File: config.mk
export PLATFORM = sky130hd
export DESIGN_NAME = pbg_gateway
export DESIGN_NICKNAME = d
export VERILOG_FILES = /design/src/rtl/pbg_pkg.sv /design/src/rtl/pbg_irq_map.sv /design/src/rtl/pbg_gateway.sv
export SDC_FILE = /design/constraint.sdc
export NUM_CORES = 1
export LEC_CHECK = 0
export ABC_AREA = 0
export ABC_CLOCK_PERIOD_IN_PS = 7380
export BUFFER_PORTS_ARGS = -buffer_cell sky130_fd_sc_hd__buf_4
export CORE_AREA = 5 5 167 129
export CTS_BUF_LIST = sky130_fd_sc_hd__clkbuf_8 sky130_fd_sc_hd__clkbuf_16
export DETAILED_ROUTE_END_ITERATION = 6
export DIE_AREA = 0 0 172 134
export PLACE_DENSITY_LB_ADDON = 0.2
export SLEW_MARGIN = 20
export SYNTH_ARGS = -nofsm -noshare
export SYNTH_HDL_FRONTEND = slang
export SYNTH_SLANG_ARGS = --single-unit
File: constraint.sdc
create_clock -name clk -period 7.38 [get_ports clk]
set_input_delay 1.476 -clock clk [delete_from_list [all_inputs] [get_ports clk]]
set_output_delay 1.476 -clock clk [all_outputs]
set_load 0.05 [all_outputs]
File: src/rtl/pbg_pkg.sv
// Purpose: shared constants, types and helpers of the peripheral bus gateway
// Assumes: one 50 MHz clock, synchronous active-low reset
// Notes:   unit index order is usb, uart1, gen clock, ir uart, hs ir, uart3, codec, sync serial, pins
//
// Contract
// - bridge system bus to handshake peripheral bus
// - decode and gate programmed register accesses
// - only aligned 32-bit word accesses pass
// - registers sit in low bits, rest zero
// - widths 8, 16 or 32 per unit
// - burst sizes 4 words, 4 or 8 bytes
// - one 64 Kbyte region per unit
// - bases at 8000_0000 upward, 9006_0000, b010_0000
// - each engine has its own select; ir uart and hs ir share pending bit 16
// - pin controller takes no DMA requests
// - 32-bit pending vector of unmasked interrupts
// - pending bits 12, 13, 15, 16, 17, 18, 19
// - only serial port four gives two numbers
// - general clock engine raises no interrupt
// - display controller traffic bypasses the gateway

package pbg_pkg;

	localparam int NUM_UNITS = 9;

	// unit indices
	localparam logic [3:0] U_USB_DEV  = 4'h0;
	localparam logic [3:0] U_UART1    = 4'h1;
	localparam logic [3:0] U_GEN_CLK  = 4'h2;
	localparam logic [3:0] U_IR_UART  = 4'h3;
	localparam logic [3:0] U_HS_IR    = 4'h4;
	localparam logic [3:0] U_UART3    = 4'h5;
	localparam logic [3:0] U_CODEC    = 4'h6;
	localparam logic [3:0] U_SYNC_SER = 4'h7;
	localparam logic [3:0] U_PIN_CTRL = 4'h8;

	// upper address half of each 64 Kbyte unit region
	localparam logic [15:0] UNIT_BASE_HI [NUM_UNITS] = '{16'h8000, 16'h8001, 16'h8002, 16'h8003,
		16'h8004, 16'h8005, 16'h8006, 16'h8007, 16'h9006};
	localparam logic [15:0] DISPLAY_BASE_HI = 16'hb010;

	// register width and DMA port size in bits
	localparam logic [5:0] UNIT_WIDTH_BITS [NUM_UNITS] = '{6'h08, 6'h08, 6'h08, 6'h08, 6'h08,
		6'h08, 6'h10, 6'h10, 6'h20};
	// DMA burst in bytes, zero where the unit takes no DMA
	localparam logic [3:0] UNIT_BURST_BYTES [NUM_UNITS] = '{4'h8, 4'h4, 4'h0, 4'h4, 4'h8,
		4'h4, 4'h8, 4'h8, 4'h0};
	localparam logic [3:0] DISPLAY_BURST_WORDS = 4'h4; // display runs its own DMA

	localparam logic [1:0]  SIZE_WORD      = 2'h2;
	localparam logic [15:0] REG_SPAN_BYTES = 16'h0100;

	// interrupt pending bit numbers
	localparam int IRQ_DISPLAY  = 12;
	localparam int IRQ_USB_DEV  = 13;
	localparam int IRQ_UART1    = 15;
	localparam int IRQ_IR_PORT  = 16;
	localparam int IRQ_UART3    = 17;
	localparam int IRQ_CODEC    = 18;
	localparam int IRQ_SYNC_SER = 19;

	typedef enum logic [1:0] {PBG_IDLE, PBG_REQ, PBG_REL} pbg_state_type;

	typedef struct packed {
		logic        valid;
		logic        write;
		logic [1:0]  size;
		logic [31:0] addr;
		logic [31:0] wdata;
	} pbg_sys_req_type;

	typedef struct packed {
		logic        valid;
		logic        write;
		logic [3:0]  unit;
		logic [15:0] offset;
	} pbg_dma_req_type;

	typedef struct packed {
		logic        req;
		logic        write;
		logic [8:0]  sel;
		logic [15:0] addr;
		logic [31:0] wdata;
	} pbg_pb_out_type;

	typedef struct packed {
		logic display;
		logic usb_dev;
		logic uart1;
		logic ir_uart;
		logic hs_ir;
		logic uart3;
		logic codec;
		logic sync_ser;
	} pbg_irq_src_type;

	// {hit, index} for an upper address half
	function automatic logic [4:0] unit_decode(input logic [15:0] hi);
		logic [4:0] r;
		r = 5'h00;
		for (int i = 0; i < NUM_UNITS; i++) begin
			if (hi == UNIT_BASE_HI[i]) r = {1'b1, 4'(i)};
		end
		return r;
	endfunction

	// low-bit mask of a unit's register width
	function automatic logic [31:0] width_mask(input logic [3:0] u);
		logic [31:0] m;
		m = 32'h0;
		if (u < 4'(NUM_UNITS)) begin
			m = (UNIT_WIDTH_BITS[u] == 6'h20) ? 32'hffffffff : ((32'h1 << UNIT_WIDTH_BITS[u]) - 32'h1);
		end
		return m;
	endfunction

	// beats per DMA burst, zero where DMA is refused
	function automatic logic [3:0] burst_beats(input logic [3:0] u);
		logic [3:0] wb;
		wb = 4'h1;
		if (u >= 4'(NUM_UNITS)) return 4'h0;
		wb = 4'(UNIT_WIDTH_BITS[u] >> 3);
		return UNIT_BURST_BYTES[u] / wb;
	endfunction

endpackage

File: src/rtl/pbg_irq_map.sv
// Purpose: maps unit interrupt lines onto pending bit numbers
// Assumes: lines are levels synchronous to clk
// Notes:   pending shows a line one cycle after it rises, gated by the mask
`timescale 1ns/1ps
`default_nettype none

module pbg_irq_map #(
	parameter int UART1_BIT = pbg_pkg::IRQ_UART1
) (
	input  wire logic                     clk,
	input  wire logic                     rstn,
	input  wire pbg_pkg::pbg_irq_src_type src,
	input  wire logic [31:0]              mask,
	output logic [31:0]                   pending
);

	typedef struct packed {
		logic [31:0] pending;
	} pbg_irq_st_type;

	pbg_irq_st_type st_r;
	pbg_irq_st_type st_nxt;
	logic [31:0]    raw;

	initial begin
		if (UART1_BIT < 0 || UART1_BIT > 31 || UART1_BIT == pbg_pkg::IRQ_USB_DEV ||
			UART1_BIT == pbg_pkg::IRQ_DISPLAY || (UART1_BIT >= pbg_pkg::IRQ_IR_PORT &&
			UART1_BIT <= pbg_pkg::IRQ_SYNC_SER)) $error("pbg_irq_map: bad UART1_BIT");
	end

	// line to bit placement; gen clock engine has no line at all
	always_comb begin
		raw = 32'h0;
		raw[pbg_pkg::IRQ_DISPLAY]  = src.display;
		raw[pbg_pkg::IRQ_USB_DEV]  = src.usb_dev;
		raw[UART1_BIT]             = src.uart1;
		raw[pbg_pkg::IRQ_IR_PORT]  = src.ir_uart | src.hs_ir;
		raw[pbg_pkg::IRQ_UART3]    = src.uart3;
		raw[pbg_pkg::IRQ_CODEC]    = src.codec;
		raw[pbg_pkg::IRQ_SYNC_SER] = src.sync_ser;
		st_nxt.pending = raw & mask;
	end

	// state register
	always_ff @(posedge clk) begin
		if (!rstn) st_r <= '0;
		else st_r <= st_nxt;
	end

	assign pending = st_r.pending;

	pend_usb_a: assert property (@(posedge clk) disable iff (!rstn)
		src.usb_dev && mask[13] |=> pending[13]) else $error("usb line not on bit 13");
	pend_ir_a: assert property (@(posedge clk) disable iff (!rstn)
		(src.ir_uart || src.hs_ir) && mask[16] |=> pending[16]) else $error("ir line not on bit 16");
	pend_port4_a: assert property (@(posedge clk) disable iff (!rstn)
		src.codec && !src.sync_ser && (&mask) |=> pending[18] && !pending[19])
		else $error("codec and sync serial not separate");
	pend_mask_a: assert property (@(posedge clk) disable iff (!rstn)
		1'b1 |=> (pending & ~$past(mask)) == 32'h0) else $error("masked line shows pending");

endmodule // pbg_irq_map

`default_nettype wire

File: src/rtl/pbg_gateway.sv
// Purpose: system bus to peripheral bus gateway with unit decode, DMA bursts and irq map
// Assumes: all inputs synchronous to clk; peripheral holds ack until req drops
// Notes:   one transfer at a time; programmed access wins over DMA in the same cycle
`timescale 1ns/1ps
`default_nettype none

module pbg_gateway #(
	parameter logic [15:0] REG_SPAN  = pbg_pkg::REG_SPAN_BYTES,
	parameter int          UART1_BIT = pbg_pkg::IRQ_UART1
) (
	input  wire logic                     clk,
	input  wire logic                     rstn,
	input  wire pbg_pkg::pbg_sys_req_type sys_req,
	output logic                          sys_accept,
	output logic                          sys_resp,
	output logic                          sys_err,
	output logic [31:0]                   sys_rdata,
	input  wire pbg_pkg::pbg_dma_req_type dma_req,
	input  wire logic [31:0]              dma_wdata,
	output logic                          dma_accept,
	output logic                          dma_data_take,
	output logic                          dma_beat_done,
	output logic                          dma_done,
	output logic                          dma_err,
	output logic [31:0]                   dma_rdata,
	output pbg_pkg::pbg_pb_out_type       pb,
	input  wire logic                     pb_ack,
	input  wire logic [31:0]              pb_rdata,
	input  wire pbg_pkg::pbg_irq_src_type irq_src,
	input  wire logic [31:0]              irq_mask,
	output logic [31:0]                   irq_pending
);

	typedef struct packed {
		pbg_pkg::pbg_state_type state;
		logic                   from_dma;
		logic [3:0]             unit;
		logic [3:0]             beats;
		pbg_pkg::pbg_pb_out_type pb;
		logic [31:0]            rdata;
		logic                   resp;
		logic                   err;
		logic                   beat_done;
		logic                   done;
	} pbg_ctl_type;

	pbg_ctl_type st_r;
	pbg_ctl_type st_nxt;
	logic [4:0]  dec;
	logic        sys_take;
	logic        dma_take;
	logic        sys_bad;
	logic        dma_bad;
	logic [3:0]  dma_beats;

	initial begin
		if (REG_SPAN == 16'h0 || REG_SPAN[1:0] != 2'h0) $error("pbg_gateway: bad REG_SPAN");
	end

	// decode and take; display and foreign addresses are never claimed
	always_comb begin
		dec       = pbg_pkg::unit_decode(sys_req.addr[31:16]);
		sys_take  = st_r.state == pbg_pkg::PBG_IDLE && sys_req.valid && dec[4];
		dma_take  = st_r.state == pbg_pkg::PBG_IDLE && !sys_take && dma_req.valid;
		sys_bad   = sys_req.size != pbg_pkg::SIZE_WORD || sys_req.addr[1:0] != 2'h0;
		dma_beats = pbg_pkg::burst_beats(dma_req.unit);
		dma_bad   = dma_beats == 4'h0 || dma_req.unit == pbg_pkg::U_PIN_CTRL ||
			dma_req.offset >= REG_SPAN || dma_req.offset[1:0] != 2'h0;
	end

	// next-state logic of the transfer engine
	always_comb begin
		st_nxt           = st_r;
		st_nxt.resp      = 1'b0;
		st_nxt.beat_done = 1'b0;
		st_nxt.done      = 1'b0;
		dma_data_take    = 1'b0;
		case (st_r.state)
			pbg_pkg::PBG_IDLE: begin
				if (sys_take) begin
					st_nxt.from_dma = 1'b0;
					st_nxt.unit     = dec[3:0];
					st_nxt.err      = 1'b0;
					st_nxt.rdata    = 32'h0;
					if (sys_bad) begin
						st_nxt.resp = 1'b1;
						st_nxt.err  = 1'b1;
					end else if (sys_req.addr[15:0] >= REG_SPAN) begin
						st_nxt.resp = 1'b1; // hole: zero, no strobe
					end else begin
						st_nxt.state    = pbg_pkg::PBG_REQ;
						st_nxt.pb.req   = 1'b1;
						st_nxt.pb.write = sys_req.write;
						st_nxt.pb.sel   = 9'h001 << dec[3:0];
						st_nxt.pb.addr  = sys_req.addr[15:0];
						st_nxt.pb.wdata = sys_req.wdata & pbg_pkg::width_mask(dec[3:0]);
					end
				end else if (dma_take) begin
					st_nxt.from_dma = 1'b1;
					st_nxt.unit     = dma_req.unit;
					st_nxt.err      = 1'b0;
					st_nxt.rdata    = 32'h0;
					if (dma_bad) begin
						st_nxt.done = 1'b1;
						st_nxt.err  = 1'b1;
					end else begin
						dma_data_take   = 1'b1;
						st_nxt.state    = pbg_pkg::PBG_REQ;
						st_nxt.beats    = dma_beats;
						st_nxt.pb.req   = 1'b1;
						st_nxt.pb.write = dma_req.write;
						st_nxt.pb.sel   = 9'h001 << dma_req.unit;
						st_nxt.pb.addr  = dma_req.offset;
						st_nxt.pb.wdata = dma_wdata & pbg_pkg::width_mask(dma_req.unit);
					end
				end
			end
			pbg_pkg::PBG_REQ: begin
				// wait for ack, capture read data in low bits
				if (pb_ack) begin
					st_nxt.pb.req = 1'b0;
					st_nxt.state  = pbg_pkg::PBG_REL;
					st_nxt.rdata  = st_r.pb.write ? 32'h0 : (pb_rdata & pbg_pkg::width_mask(st_r.unit));
				end
			end
			pbg_pkg::PBG_REL: begin
				// wait for ack release, then answer or run next beat
				if (!pb_ack) begin
					if (st_r.from_dma) begin
						st_nxt.beat_done = 1'b1;
						if (st_r.beats > 4'h1) begin
							dma_data_take   = 1'b1;
							st_nxt.beats    = st_r.beats - 4'h1;
							st_nxt.pb.req   = 1'b1;
							st_nxt.pb.wdata = dma_wdata & pbg_pkg::width_mask(st_r.unit);
							st_nxt.state    = pbg_pkg::PBG_REQ;
						end else begin
							st_nxt.done  = 1'b1;
							st_nxt.beats = 4'h0;
							st_nxt.state = pbg_pkg::PBG_IDLE;
						end
					end else begin
						st_nxt.resp  = 1'b1;
						st_nxt.state = pbg_pkg::PBG_IDLE;
					end
				end
			end
			default: begin
				st_nxt.state  = pbg_pkg::PBG_IDLE;
				st_nxt.pb.req = 1'b0;
			end
		endcase
	end

	// state register
	always_ff @(posedge clk) begin
		if (!rstn) st_r <= '0;
		else st_r <= st_nxt;
	end

	// outputs
	assign sys_accept    = sys_take;
	assign dma_accept    = dma_take;
	assign sys_resp      = st_r.resp;
	assign sys_err       = st_r.err & ~st_r.from_dma;
	assign sys_rdata     = st_r.rdata;
	assign dma_beat_done = st_r.beat_done;
	assign dma_done      = st_r.done;
	assign dma_err       = st_r.err & st_r.from_dma;
	assign dma_rdata     = st_r.rdata;
	assign pb            = st_r.pb;

	// interrupt line to pending bit map
	pbg_irq_map #(
		.UART1_BIT (UART1_BIT)
	) u_irq (
		.clk     (clk),
		.rstn    (rstn),
		.src     (irq_src),
		.mask    (irq_mask),
		.pending (irq_pending)
	);

	word_only_a: assert property (@(posedge clk) disable iff (!rstn)
		sys_take && sys_bad |=> sys_resp && sys_err && !pb.req) else $error("narrow access not refused");
	hole_zero_a: assert property (@(posedge clk) disable iff (!rstn)
		sys_take && !sys_bad && sys_req.addr[15:0] >= REG_SPAN |=>
		sys_resp && !sys_err && sys_rdata == 32'h0 && !pb.req)
		else $error("hole access not zero");
	pb_hold_a: assert property (@(posedge clk) disable iff (!rstn)
		pb.req && !pb_ack |=> pb.req && $stable(pb.addr) && $stable(pb.wdata)) else $error("req dropped early");
	sel_onehot_a: assert property (@(posedge clk) disable iff (!rstn)
		pb.req |-> $onehot(pb.sel)) else $error("select not one-hot");
	decode_ir_a: assert property (@(posedge clk) disable iff (!rstn)
		sys_take && !sys_bad && sys_req.addr[31:16] == 16'h8003 && sys_req.addr[15:0] < REG_SPAN |=>
		pb.req && pb.sel == 9'h008) else $error("ir uart base misdecoded");
	width_low_a: assert property (@(posedge clk) disable iff (!rstn)
		pb.req && pb.sel[0] |-> pb.wdata[31:8] == 24'h0) else $error("usb write wider than 8 bits");
	no_pin_dma_a: assert property (@(posedge clk) disable iff (!rstn)
		dma_take && dma_req.unit == 4'h8 |=> dma_done && dma_err && !pb.req) else $error("pin dma not refused");
	display_off_a: assert property (@(posedge clk) disable iff (!rstn)
		sys_req.valid && sys_req.addr[31:16] == 16'hb010 |-> !sys_accept) else $error("display access claimed");
	uart_burst_a: assert property (@(posedge clk) disable iff (!rstn)
		dma_take && !dma_bad && dma_req.unit == 4'h1 |=> st_r.beats == 4'h4) else $error("uart burst not 4");
	read_low_a: assert property (@(posedge clk) disable iff (!rstn)
		sys_resp && st_r.unit == 4'h6 |-> sys_rdata[31:16] == 16'h0) else $error("codec read not low-justified");

	pio_cov: cover property (@(posedge clk) disable iff (!rstn) sys_take ##[1:20] sys_resp && !sys_err);
	dma_cov: cover property (@(posedge clk) disable iff (!rstn) dma_take ##[1:200] dma_done && !dma_err);
	bad_cov: cover property (@(posedge clk) disable iff (!rstn) sys_take && sys_bad);
	irq_cov: cover property (@(posedge clk) disable iff (!rstn) irq_pending[19] && irq_pending[18]);

endmodule // pbg_gateway

`default_nettype wire

==> qor.csv <==
metric;value;unit
final_area;0.00909;mm²
gp_congestion;0.831;
worstPathMaxFanout;9;
synth.area.top_cells;dfxtp_1, buf_4, nand2_1;
numCtsBuffers;17;
finalCriticalPeriod;7240;ps
end_kind;output pin;
hold_ws;461;ps
cts_hold_buf;0;
grt_pass1_vias;6209;
max_freq;0.138;GHz
drv_slew;0;
synth_edf_count;0;
cp-start-kind;input pin;
cts.sinks;113;
drive_gt1_frac;0.399;
finalHoldViolations;0;
clock_tree.buffer_depth;2;
async_flop_share;0;
synth_area;0.00676;mm²
place_area;0.00838;mm²
fin_worst_skew;9.30;ps
ys_ff_latch;113;
antenna_found_initial;0;
relSlewSlack;0.404;
required;5900;ps
cellPowerDensity;191;mW/mm²
postRouteAntennaNets;0;
grt.total_usage;0.182;
wire_per_inst;17.2;µm
nNetsFinal;1215;
cts_tree;done;
routed_wl;21.9;mm
maxCapViolations;0;
coreArea;0.0198;mm²
initial_core_util;0.341;
ff_latch_area;0.00226;mm²
die_w;172;µm
grt_max_degree;60;
via_per_inst;4.90;
synthFlopType;dfxtp_1;
worstPathArrival;5760;ps
ctsHtreeMaxLevel;4;
dp_hpwl;16.5;mm
port_buffers;309;
synth_most_common_cell;buf_4;
hold_path_class;reg2reg;
synth-warning-count;0;
outcome;finished clean;
area_delta_synth_final;34.5;%
clock_latency;410;ps
ys_seq_area_frac;0.335;
multi_input_area;0.00336;mm²
grt_pass1_wl;33.4;mm
nFillCells;2014;
overflow;0;
yosysTopAreaCell;dfxtp_1;
core.rowCount;45;
cts-root-buf;clkbuf_16;
synth_cell_type_count;72;
path_clk_slew;60;ps
p_leak;0.00410;µW
synth_common_cells;buf_4, dfxtp_1, nand2_1;
drtIter0Drc;298;
tightest_slew;894;ps
dr.pass1.iters;4;
setup_viol;0;
num_vias;6267;
avgSynthCellArea;8.18;µm²
dieArea;0.0230;mm²
floorplan.die.height;134;µm
post-route-period-util;0.981;
post-route-drc-count;0;
pin_count;360;
diodes;0;
vdd_drop_max;0.124;mV
synth_top_area_share;0.335;
synth_cells;826;
path_class;in2out;
critical path, cell delays in order:
cell      delay, ps
buf_4           140
nor2b_1         140
nor3_2          170
ha_1            270
or3_4           380
a31oi_4         230
ha_4            250
a21oi_2         120
o32a_1          140
o32a_1          180
inv_2            60
ha_4            220
ha_2            170
o21a_1          190
a311o_1         370
mux2i_1         140
ha_1            320
nand2_1          70
o221a_4         280
a31oi_4         140
o21bai_4        150
buf_8           160
cell usage in the layout (no fill, tap or decap), types with 4 or more instances in the layout:
| cell type | instances |
|---|---|
| inv_1 | 9 |
| a22oi_1 | 20 |
| and2_1 | 14 |
| a211oi_1 | 43 |
| buf_4 | 332 |
| a21oi_1 | 55 |
| a21oi_2 | 6 |
| or2_2 | 4 |
| clkbuf_16 | 17 |
| a21o_1 | 10 |
| nor2_1 | 32 |
| nand2b_1 | 7 |
| o21a_1 | 4 |
| conb_1 | 25 |
| ha_1 | 6 |
| dfxtp_1 | 113 |
| nor3_1 | 16 |
| o21ai_0 | 13 |
| nand2_1 | 98 |
| nor2b_1 | 7 |
| and3_1 | 20 |
| nand3_1 | 43 |
| o211ai_1 | 5 |
| nor4_1 | 4 |
| a31oi_1 | 6 |
| clkinvlp_4 | 5 |
| mux2i_1 | 15 |
| a32o_1 | 8 |
worst paths after layout:
check / from / endpoint / slack [ps] / cells after the start
worst min-delay path: pb[7]$_SDFFE_PN0P_ / pb[7]$_SDFFE_PN0P_ / 460 / 2
worst max-delay path: dma_req[17] / dma_data_take / 140 / 22
worst min register to register: pb[7]$_SDFFE_PN0P_ / pb[7]$_SDFFE_PN0P_ / 460 / 2
worst max register to register: st_r[95]$_SDFFE_PN0P_ / pb[14]$_SDFFE_PN0P_ / 4430 / 10
routing by layer:
metal  share of wire  GRT usage  vias to the layer above
li1                -          -                     3120
met4          0.0070     0.0380                        0
met3           0.086     0.0592                       11
met2            0.47      0.291                      230
met1            0.44      0.240                     2906
met5               0          0                        -
timing repair:
item,CTS,global route
setup buffers,0,2
resized for setup,1,14
setup endpoints to repair,1,1
pin swaps,0,13
cloned,0,0
state kept, by name, indices dropped and copies added, names as in the netlist:
name and cells:
dma_beat_done 1, dma_done 1, dma_rdata 32, pb 59
st_r 12, sys_resp 1, u_irq.pending 7
through the flow:
| stage | worst slack (ps) | utilization | std cells | TNS [ps] | power, µW |
|---|---|---|---|---|---|
| 2_1_floorplan | 4.99 | - | 850 | 0 | 796 |
| 3_3_place_gp | 40.3 | 0.423 | 1244 | 0 | 901 |
| 3_5_place_dp | -18.9 | 0.423 | 1244 | -18.9 | 903 |
| 4_1_cts | 3.55 | 0.453 | 1276 | 0 | 1740 |
| 5_1_grt | -49.1 | 0.459 | 1278 | -49.1 | 1810 |
| 6_report | 140 | 0.459 | 1278 | 0 | 1730 |
logic make-up after synthesis:
kind of cell | synth area share
AO/OA/AOI/OAI | 0.210
AND/OR/NAND/NOR | 0.203
multiplexers | 0.0255
adder cells (fa/ha/maj) | 0.0215
other | 0.000555
buffers and inverters | 0.203
XOR/XNOR | 0.00130
flip-flops | 0.335
area by class of cell:
| cell class | count | share of cell area |
|---|---|---|
| Multi-Input combinational cell | 530 | 0.369 |
| Timing Repair Buffer | 333 | 0.276 |
| Sequential cell | 113 | 0.249 |
| Clock buffer | 18 | 0.0483 |
| Tap cell | 258 | 0.0355 |
| Clock inverter | 14 | 0.0171 |
| Inverter | 12 | 0.00496 |
where the power goes:
group          switching (µW)  internal (µW)  leakage (µW)
registers                5.20            618      0.000913
clock network             319            509      0.000276
logic                     158            124       0.00291
(Power assumes the default switching activity.)
